## src/core/sepc_pkg.sv

```systemverilog
// Constants, register map and helpers for the spindle encoder position counter
// Function
// - Count each lone A or B edge, four per line; both at once is an error
// - Clear position on index rising edge
// - Select code 0 enables motor and card sources
// - Card speed when fitted, else motor generator
// - Absolute position only from position detect input
// - Adjuster inside plus/minus 11.25 degrees, else pattern
// - Scale spindle speed by gear correction coefficient
// - Reference is forward index edge; reverse shifts
// - Resolution codes -3..3 give 128..8192 lines
package sepc_pkg;

    // ------------------------------------------------------------
    // Register indexes
    // ------------------------------------------------------------
    localparam logic [3:0] SEPC_REG_CTRL = 4'h0;
    localparam logic [3:0] SEPC_REG_TARGET = 4'h1;
    localparam logic [3:0] SEPC_REG_LINES = 4'h2;
    localparam logic [3:0] SEPC_REG_GEAR = 4'h3;
    localparam logic [3:0] SEPC_REG_POS = 4'h4;
    localparam logic [3:0] SEPC_REG_SPEED = 4'h5;
    localparam logic [3:0] SEPC_REG_STATUS = 4'h6;
    localparam logic [3:0] SEPC_REG_DEV = 4'h7;

    // ------------------------------------------------------------
    // Field positions
    // ------------------------------------------------------------
    localparam int SEPC_CTRL_SRC = 0;
    localparam int SEPC_CTRL_RES_LO = 4;
    localparam int SEPC_ST_ZONE = 0;
    localparam int SEPC_ST_CARD = 1;
    localparam int SEPC_ST_SPINDLE = 2;
    localparam int SEPC_ST_DIR = 3;
    localparam int SEPC_ST_INDEX = 4;
    localparam int SEPC_ST_ERR = 5;

    // ------------------------------------------------------------
    // Reset values and scaling
    // ------------------------------------------------------------
    localparam logic [15:0] SEPC_LINES_RST = 16'h0400;
    localparam logic [15:0] SEPC_GEAR_RST = 16'h1000;
    localparam int SEPC_GEAR_FRAC = 12;
    localparam int SEPC_ZONE_SHIFT = 5;

    // ------------------------------------------------------------
    // Timing
    // ------------------------------------------------------------
    localparam int SEPC_CLK_MHZ = 50;
    localparam int SEPC_SAMPLE_US = 1000;
    localparam int SEPC_SAMPLE_CYC = SEPC_SAMPLE_US * SEPC_CLK_MHZ;

    // Counts per revolution for a resolution code, four per line
    function automatic logic [16:0] sepc_cpr(input logic [2:0] code);
        logic [16:0] cpr;
        cpr = 17'h01000;
        case (code)
            3'b101: cpr = 17'h00200;
            3'b110: cpr = 17'h00400;
            3'b111: cpr = 17'h00800;
            3'b001: cpr = 17'h02000;
            3'b010: cpr = 17'h04000;
            3'b011: cpr = 17'h08000;
            default: cpr = 17'h01000;
        endcase
        return cpr;
    endfunction

endpackage

```

## src/core/sepc_quad.sv

```systemverilog
// Quadrature edge decoder producing one step per lone A or B edge, none when both move
`timescale 1ns/1ns
module sepc_quad
    import sepc_pkg::*;
(
    input wire logic clk,
    input wire logic rst_n,
    input wire logic a,
    input wire logic b,
    output logic step,
    output logic dir,
    output logic err
);

    logic a_prev;
    logic b_prev;
    logic a_chg;
    logic b_chg;

    assign a_chg = a ^ a_prev;
    assign b_chg = b ^ b_prev;

    // ------------------------------------------------------------
    // Previous phase levels
    // ------------------------------------------------------------
    always_ff @(posedge clk or negedge rst_n) begin
        if (!rst_n) begin
            a_prev <= 1'b0;
            b_prev <= 1'b0;
        end else begin
            a_prev <= a;
            b_prev <= b;
        end
    end

    // ------------------------------------------------------------
    // Step and direction
    // ------------------------------------------------------------
    always_ff @(posedge clk or negedge rst_n) begin
        if (!rst_n) begin
            step <= 1'b0;
            dir <= 1'b0;
            err <= 1'b0;
        end else begin
            step <= a_chg ^ b_chg;
            err <= a_chg & b_chg;
            if (a_chg ^ b_chg) begin
                dir <= a ^ b_prev;
            end
        end
    end

endmodule // sepc_quad

```

## src/core/sepc_top.sv

```systemverilog
// Spindle encoder position counter, speed source selection and zone judgment
`timescale 1ns/1ns
module sepc_top
    import sepc_pkg::*;
#(
    parameter int SAMPLE_CYC = SEPC_SAMPLE_CYC
)
(
    input wire logic CLOCK,
    input wire logic RSTN,
    input wire logic POS_A,
    input wire logic POS_B,
    input wire logic POS_Z,
    input wire logic MPG_A,
    input wire logic MPG_B,
    input wire logic SDC_A,
    input wire logic SDC_B,
    input wire logic SDC_FITTED,
    input wire logic [3:0] REG_ADDR,
    input wire logic [15:0] REG_WDATA,
    input wire logic REG_WR,
    input wire logic REG_RD,
    output logic [15:0] REG_RDATA,
    output logic [15:0] POSITION,
    output logic [15:0] DEVIATION,
    output logic [15:0] SPEED_FEEDBACK,
    output logic ADJUSTER_ACTIVE,
    output logic PATTERN_ACTIVE,
    output logic SPEED_FROM_CARD,
    output logic SPEED_FROM_SPINDLE,
    output logic COUNT_DIR
);

    // ------------------------------------------------------------
    // Reset synchroniser
    // ------------------------------------------------------------
    logic rst_meta;
    logic rst_n;

    always_ff @(posedge CLOCK or negedge RSTN) begin
        if (!RSTN) begin
            rst_meta <= 1'b0;
            rst_n <= 1'b0;
        end else begin
            rst_meta <= 1'b1;
            rst_n <= rst_meta;
        end
    end

    // ------------------------------------------------------------
    // Declarations
    // ------------------------------------------------------------
    logic speed_source_select;
    logic [2:0] encoder_resolution_select;
    logic [15:0] target;
    logic [15:0] motor_encoder_line_count;
    logic [15:0] gear_correction_coefficient;
    logic pos_step;
    logic pos_dir;
    logic pos_err;
    logic mpg_step;
    logic mpg_dir;
    logic mpg_err;
    logic sdc_step;
    logic sdc_dir;
    logic sdc_err;
    logic z_prev;
    logic z_rise;
    logic index_seen;
    logic phase_err;
    logic [16:0] cpr;
    logic [15:0] pos_count;
    logic [16:0] dev_raw;
    logic [16:0] dev_wrap;
    logic [16:0] dev_abs;
    logic in_zone;
    logic use_card;
    logic use_spindle;
    logic sel_step;
    logic sel_dir;
    logic [15:0] speed_acc;
    logic [31:0] window_cnt;
    logic window_end;
    logic [32:0] scaled;
    logic [15:0] next_speed;
    logic [15:0] status;
    logic wr_ctrl;
    logic wr_status;

    assign cpr = sepc_cpr(encoder_resolution_select);

    // ------------------------------------------------------------
    // Quadrature decoders
    // ------------------------------------------------------------
    sepc_quad u_pos_quad (
        .clk(CLOCK),
        .rst_n(rst_n),
        .a(POS_A),
        .b(POS_B),
        .step(pos_step),
        .dir(pos_dir),
        .err(pos_err)
    );

    sepc_quad u_mpg_quad (
        .clk(CLOCK),
        .rst_n(rst_n),
        .a(MPG_A),
        .b(MPG_B),
        .step(mpg_step),
        .dir(mpg_dir),
        .err(mpg_err)
    );

    sepc_quad u_sdc_quad (
        .clk(CLOCK),
        .rst_n(rst_n),
        .a(SDC_A),
        .b(SDC_B),
        .step(sdc_step),
        .dir(sdc_dir),
        .err(sdc_err)
    );

    // ------------------------------------------------------------
    // Register writes
    // ------------------------------------------------------------
    assign wr_ctrl = REG_WR && (REG_ADDR == SEPC_REG_CTRL);
    assign wr_status = REG_WR && (REG_ADDR == SEPC_REG_STATUS);

    always_ff @(posedge CLOCK or negedge rst_n) begin
        if (!rst_n) begin
            speed_source_select <= 1'b0;
            encoder_resolution_select <= 3'h0;
            target <= 16'h0000;
            motor_encoder_line_count <= SEPC_LINES_RST;
            gear_correction_coefficient <= SEPC_GEAR_RST;
        end else if (REG_WR) begin
            if (wr_ctrl) begin
                speed_source_select <= REG_WDATA[SEPC_CTRL_SRC];
                encoder_resolution_select <= REG_WDATA[SEPC_CTRL_RES_LO +: 3];
            end else if (REG_ADDR == SEPC_REG_TARGET) begin
                target <= REG_WDATA;
            end else if (REG_ADDR == SEPC_REG_LINES) begin
                motor_encoder_line_count <= REG_WDATA;
            end else if (REG_ADDR == SEPC_REG_GEAR) begin
                gear_correction_coefficient <= REG_WDATA;
            end
        end
    end

    // ------------------------------------------------------------
    // Index edge and sticky flags
    // ------------------------------------------------------------
    assign z_rise = POS_Z & ~z_prev;

    always_ff @(posedge CLOCK or negedge rst_n) begin
        if (!rst_n) begin
            z_prev <= 1'b0;
        end else begin
            z_prev <= POS_Z;
        end
    end

    // Writing ones to the status word clears flags; a new event wins
    always_ff @(posedge CLOCK or negedge rst_n) begin
        if (!rst_n) begin
            index_seen <= 1'b0;
            phase_err <= 1'b0;
        end else begin
            if (z_rise) begin
                index_seen <= 1'b1;
            end else if (wr_status && REG_WDATA[SEPC_ST_INDEX]) begin
                index_seen <= 1'b0;
            end
            if (pos_err || mpg_err || sdc_err) begin
                phase_err <= 1'b1;
            end else if (wr_status && REG_WDATA[SEPC_ST_ERR]) begin
                phase_err <= 1'b0;
            end
        end
    end

    // ------------------------------------------------------------
    // Position counter
    // ------------------------------------------------------------
    // Only the position detect input carries the index, so it alone
    // drives the absolute count.
    always_ff @(posedge CLOCK or negedge rst_n) begin
        if (!rst_n) begin
            pos_count <= 16'h0000;
        end else if (z_rise) begin
            // Rising index edge is the datum; in reverse it lands
            // one index width away, a known offset.
            pos_count <= 16'h0000;
        end else if (pos_step) begin
            if (pos_dir) begin
                if ({1'b0, pos_count} >= cpr - 17'h00001) begin
                    pos_count <= 16'h0000;
                end else begin
                    pos_count <= pos_count + 16'h0001;
                end
            end else begin
                if (pos_count == 16'h0000 || {1'b0, pos_count} >= cpr) begin
                    pos_count <= 16'(cpr - 17'h00001);
                end else begin
                    pos_count <= pos_count - 16'h0001;
                end
            end
        end
    end

    // ------------------------------------------------------------
    // Deviation and control zone
    // ------------------------------------------------------------
    always_comb begin
        dev_raw = {1'b0, pos_count} - {1'b0, target};
        if (pos_count < target) begin
            dev_raw = dev_raw + cpr;
        end
        if (dev_raw >= {1'b0, cpr[16:1]}) begin
            dev_wrap = dev_raw - cpr;
        end else begin
            dev_wrap = dev_raw;
        end
        if (dev_wrap[16]) begin
            dev_abs = 17'h00000 - dev_wrap;
        end else begin
            dev_abs = dev_wrap;
        end
    end

    // One thirty-second of a turn is 11.25 degrees
    assign in_zone = dev_abs <= (cpr >> SEPC_ZONE_SHIFT);

    always_ff @(posedge CLOCK or negedge rst_n) begin
        if (!rst_n) begin
            ADJUSTER_ACTIVE <= 1'b0;
            PATTERN_ACTIVE <= 1'b1;
            DEVIATION <= 16'h0000;
            POSITION <= 16'h0000;
            COUNT_DIR <= 1'b0;
        end else begin
            ADJUSTER_ACTIVE <= in_zone;
            PATTERN_ACTIVE <= ~in_zone;
            DEVIATION <= dev_wrap[15:0];
            POSITION <= pos_count;
            COUNT_DIR <= pos_dir;
        end
    end

    // ------------------------------------------------------------
    // Speed source selection
    // ------------------------------------------------------------
    // Code 0 enables both motor-side sources and prefers the card
    assign use_spindle = speed_source_select;
    assign use_card = ~speed_source_select & SDC_FITTED;

    always_comb begin
        sel_step = mpg_step;
        sel_dir = mpg_dir;
        if (use_spindle) begin
            sel_step = pos_step;
            sel_dir = pos_dir;
        end else if (use_card) begin
            sel_step = sdc_step;
            sel_dir = sdc_dir;
        end
    end

    // ------------------------------------------------------------
    // Speed sampling window
    // ------------------------------------------------------------
    assign window_end = window_cnt >= 32'(SAMPLE_CYC - 1);

    always_ff @(posedge CLOCK or negedge rst_n) begin
        if (!rst_n) begin
            window_cnt <= 32'h00000000;
        end else if (window_end) begin
            window_cnt <= 32'h00000000;
        end else begin
            window_cnt <= window_cnt + 32'h00000001;
        end
    end

    always_ff @(posedge CLOCK or negedge rst_n) begin
        if (!rst_n) begin
            speed_acc <= 16'h0000;
        // A step on the closing edge opens the next window rather than being lost
        end else if (!sel_step) begin
            speed_acc <= window_end ? 16'h0000 : speed_acc;
        end else if (sel_dir) begin
            speed_acc <= (window_end ? 16'h0000 : speed_acc) + 16'h0001;
        end else begin
            speed_acc <= (window_end ? 16'h0000 : speed_acc) - 16'h0001;
        end
    end

    // Gear ratio correction applies only to the spindle encoder
    assign scaled = 33'($signed(speed_acc) * $signed({1'b0, gear_correction_coefficient}));

    always_comb begin
        next_speed = speed_acc;
        if (use_spindle) begin
            next_speed = scaled[SEPC_GEAR_FRAC +: 16];
        end
    end

    always_ff @(posedge CLOCK or negedge rst_n) begin
        if (!rst_n) begin
            SPEED_FEEDBACK <= 16'h0000;
            SPEED_FROM_CARD <= 1'b0;
            SPEED_FROM_SPINDLE <= 1'b0;
        end else begin
            if (window_end) begin
                SPEED_FEEDBACK <= next_speed;
            end
            SPEED_FROM_CARD <= use_card;
            SPEED_FROM_SPINDLE <= use_spindle;
        end
    end

    // ------------------------------------------------------------
    // Register reads
    // ------------------------------------------------------------
    always_comb begin
        status = 16'h0000;
        status[SEPC_ST_ZONE] = ADJUSTER_ACTIVE;
        status[SEPC_ST_CARD] = SPEED_FROM_CARD;
        status[SEPC_ST_SPINDLE] = SPEED_FROM_SPINDLE;
        status[SEPC_ST_DIR] = COUNT_DIR;
        status[SEPC_ST_INDEX] = index_seen;
        status[SEPC_ST_ERR] = phase_err;
    end

    always_ff @(posedge CLOCK or negedge rst_n) begin
        if (!rst_n) begin
            REG_RDATA <= 16'h0000;
        end else if (!REG_RD) begin
            REG_RDATA <= 16'h0000;
        end else if (REG_ADDR == SEPC_REG_CTRL) begin
            REG_RDATA <= {9'h000, encoder_resolution_select, 3'h0, speed_source_select};
        end else if (REG_ADDR == SEPC_REG_TARGET) begin
            REG_RDATA <= target;
        end else if (REG_ADDR == SEPC_REG_LINES) begin
            REG_RDATA <= motor_encoder_line_count;
        end else if (REG_ADDR == SEPC_REG_GEAR) begin
            REG_RDATA <= gear_correction_coefficient;
        end else if (REG_ADDR == SEPC_REG_POS) begin
            REG_RDATA <= POSITION;
        end else if (REG_ADDR == SEPC_REG_SPEED) begin
            REG_RDATA <= SPEED_FEEDBACK;
        end else if (REG_ADDR == SEPC_REG_STATUS) begin
            REG_RDATA <= status;
        end else if (REG_ADDR == SEPC_REG_DEV) begin
            REG_RDATA <= DEVIATION;
        end else begin
            REG_RDATA <= 16'h0000;
        end
    end

endmodule // sepc_top

```

## config.mk

```make
export PLATFORM = sky130hd
export DESIGN_NAME = sepc_top
export DESIGN_NICKNAME = d
export VERILOG_FILES = /design/src/core/sepc_pkg.sv /design/src/core/sepc_quad.sv /design/src/core/sepc_top.sv
export SDC_FILE = /design/constraint.sdc
export NUM_CORES = 1
export LEC_CHECK = 0
export BUFFER_PORTS_ARGS = -buffer_cell sky130_fd_sc_hd__buf_2
export CAP_MARGIN = 0
export CORE_MARGIN = 3
export CORE_UTILIZATION = 50
export CTS_CLUSTER_DIAMETER = 100
export DETAILED_ROUTE_END_ITERATION = 12
export PLACE_DENSITY = 0.67
export RECOVER_POWER = 25
export SLEW_MARGIN = 20
export SYNTH_ARGS = -nofsm -noshare
export SYNTH_HDL_FRONTEND = slang
export SYNTH_SLANG_ARGS = --single-unit
```

## constraint.sdc

```tcl
create_clock -name CLOCK -period 16.3 [get_ports CLOCK]
set_clock_uncertainty 0.15 [all_clocks]
set_input_delay 1.63 -clock CLOCK [delete_from_list [all_inputs] [get_ports CLOCK]]
set_output_delay 1.63 -clock CLOCK [all_outputs]
set_load 0.1 [all_outputs]
```

==> metrics.md <==
| Metric | Value |
|---|---|
| CP max stage cell | `clkbuf_1` |
| Most frequent cells in the layout | `286 x inv_1, 235 x nand2_1, 202 x dfrtp_1` |
| Setup CP Type | `reg -> async` |
| Final setup TNS | `0 ns` |
| Initial antenna violation count | `1` |
| Post-synthesis sequential area ratio | `0.259` |
| Layout cells sized above 1 | `0.115` |
| Min-Delay Path Class | `reg -> reg` |
| Fin. Hold Viols | `0` |
| TritonRoute pass-1 iters | `5` |
| Ys async rst share | `1.00` |
| Ys Warns | `0` |
| Syn avg cell area | `9.48 µm²` |
| Slew HR | `-4.18` |
| Row count | `72` |
| Cts hold-fix bufs | `0` |
| Design area | `21700 µm²` |
| Vias in the first global route | `16400` |
| DR WL/cell | `20.2 µm` |
| Die width | `205 µm` |
| Delay-heaviest family, CP | `buffers and inverters` |
| Max Clock Freq | `105 MHz` |
| GPL Wtd Cong | `0.957` |
| Residual DRC | `0` |
| Leading area contributor after synthesis | `dfrtp_1` |
| Top Ports | `101` |
| Resized Gates After CTS | `0` |
| Overall routed net length | `54400 µm` |
| Overflow after GRT | `0` |
| Die Span Y | `205 µm` |
| Root Driver | `clkbuf_16` |
| Ys flop type | `dfrtp_1` |
| Cells after Synth | `2095` |
| Hpwl dp | `41800 µm` |
| RSZ-0062 raised after global routing | `false` |
| Worst-path cell chain | `clkbuf_1` |
| Sequential cell area | `5130 µm²` |
| Synth top area share | `0.255` |
| CTS clk-pin slew, worst paths | `0.06 ns` |
| Synthesized area | `19900 µm²` |
| CTS max path bufs | `3` |
| Area of the multi-input gates | `13400 µm²` |
| Core Box Area | `38900 µm²` |
| CTS Sinks | `205` |
| Slowest stage delay, CP | `5.53 ns` |
| Maximum fanout along the worst path | `145` |
| Largest net degree at the start of global routing | `146` |
| # nets final | `2558` |
| Fin. max-slew vios | `206` |
| Initial Util | `0.510` |
| Violated checks | `max-capacitance violations, max-slew violations` |
| Commonest non-fill, non-tap cell in the layout | `inv_1` |
| Total CTS buffers | `23` |
| Yosys cell types | `91` |
| Crit path DAT | `8.08 ns` |
| CTS tree | `built` |
| Total die area | `42100 µm²` |
| Worst Setup End Kind | `asynchronous set/reset pin` |
| I/O Buffers | `100` |
| Area growth syn-to-layout | `9.11%` |
| Vias per cell | `5.85` |
| Number of synthesized register bits | `205` |
| CTS H-tree lvls | `1` |
| Fillcell total | `3471` |
| First-pass GRT wire length | `88700 µm` |
| Req. time, crit path | `14.86 ns` |
| Setup Fix Bufs, Post-CTS | `0` |
| Post-synth EDFFs | `0` |
| Status | `complete, but fails checks` |
| Skew-Pair Late Insertion Delay | `0.54 ns` |
| Critical Path Start Type | `flip-flop` |
| 1st-iter DRT viols | `888` |
| CP bufs+invs | `1` |
| Global Route Usage Sum | `0.265` |
| Period utilization | `0.584` |
| Finish-stage setup viols | `0` |
| Synth area leaders | `dfrtp_1 25%, fa_1 19%, ha_1 11%` |
| Antenna Nets Post-Route | `0` |
| Vias post-DR | `15800` |
| Max cap viols | `2` |
| DP Area | `20900 µm²` |
| Min Tclk post-route | `9.52 ns` |
| Worst-Margin Slew | `7.77 ns` |
[flip-flops by register name, indices dropped and copies added (netlist names), 3 cells and up]
name	count
DEVIATION	16
POSITION	16
REG_RDATA	16
SPEED_FEEDBACK	16
encoder_resolution_select	3
gear_correction_coefficient	16
motor_encoder_line_count	16
pos_count	16
speed_acc	16
target	16
window_cnt	32
[metrics by stage]
stage	setup WS (ns)	instances	hold WS, ns	util
4_1_cts	8.22	2696	0.200	0.557
3_3_place_gp	8.48	2654	0.183	0.537
5_1_grt	4.88	2697	0.212	0.557
6_report	6.78	2697	0.196	0.557
2_1_floorplan	9.10	2110	0.181	-
3_5_place_dp	8.31	2654	0.186	0.537
[Yosys cell counts, types with 38 or more instances]
master and n:
a21oi_1 47, a22oi_1 48, and2_1 97, clkbuf_1 87, dfrtp_1 202, fa_1 193
ha_1 172, inv_1 286, mux2_2 62, nand2_1 235, nand3_1 38, nor2_1 78
o21ai_0 65, xnor2_1 49
[area by class of cell]
type                    count  area share
well taps                 518      0.0299
inverters                 286      0.0495
multi-input cells        1522       0.618
clock buffers              31      0.0298
flip-flops and latches    205       0.237
diodes                      1    0.000116
repair buffers            123      0.0297
clock inverters            11     0.00612
[final timing paths]
check                           slack (ns)  cells past startpoint                        endpoint                     start
max in group CLOCK                    8.11                     35        PATTERN_ACTIVE$_DFF_PN1_  pos_count[0]$_DFFE_PN0P_
worst min register to register        0.20                      0                 rst_n$_DFF_PN0_        rst_meta$_DFF_PN0_
worst min-delay path                  0.20                      0                 rst_n$_DFF_PN0_        rst_meta$_DFF_PN0_
worst max register to register        6.78                      1  SPEED_FEEDBACK[10]$_DFFE_PN0P_           rst_n$_DFF_PN0_
min in group asynchronous             0.72                      1              rst_meta$_DFF_PN0_                      RSTN
worst max-delay path                  6.78                      1  SPEED_FEEDBACK[10]$_DFFE_PN0P_           rst_n$_DFF_PN0_
[metal layers]
layer | track usage | share of wire
met1 | 0.346 | 0.41
met5 | 0 | 0
met2 | 0.460 | 0.49
met4 | 0.0852 | 0.031
met3 | 0.0321 | 0.065
[cell families (layout without fill, tap and decap cells)]
kind of cell	Yosys count	in the layout	synth area share
compound gates	359	359	0.128
other cells	2	18	0.000378
simple gates	613	613	0.154
flops	205	205	0.259
fa+ha+maj	367	367	0.304
xor+xnor	84	84	0.0374
mux	82	82	0.0455
buf+inv	383	451	0.0727
Power is left out: the tool's default activity adds up to more than one toggle a clock period on the data nets, which glitch-free logic cannot reach.
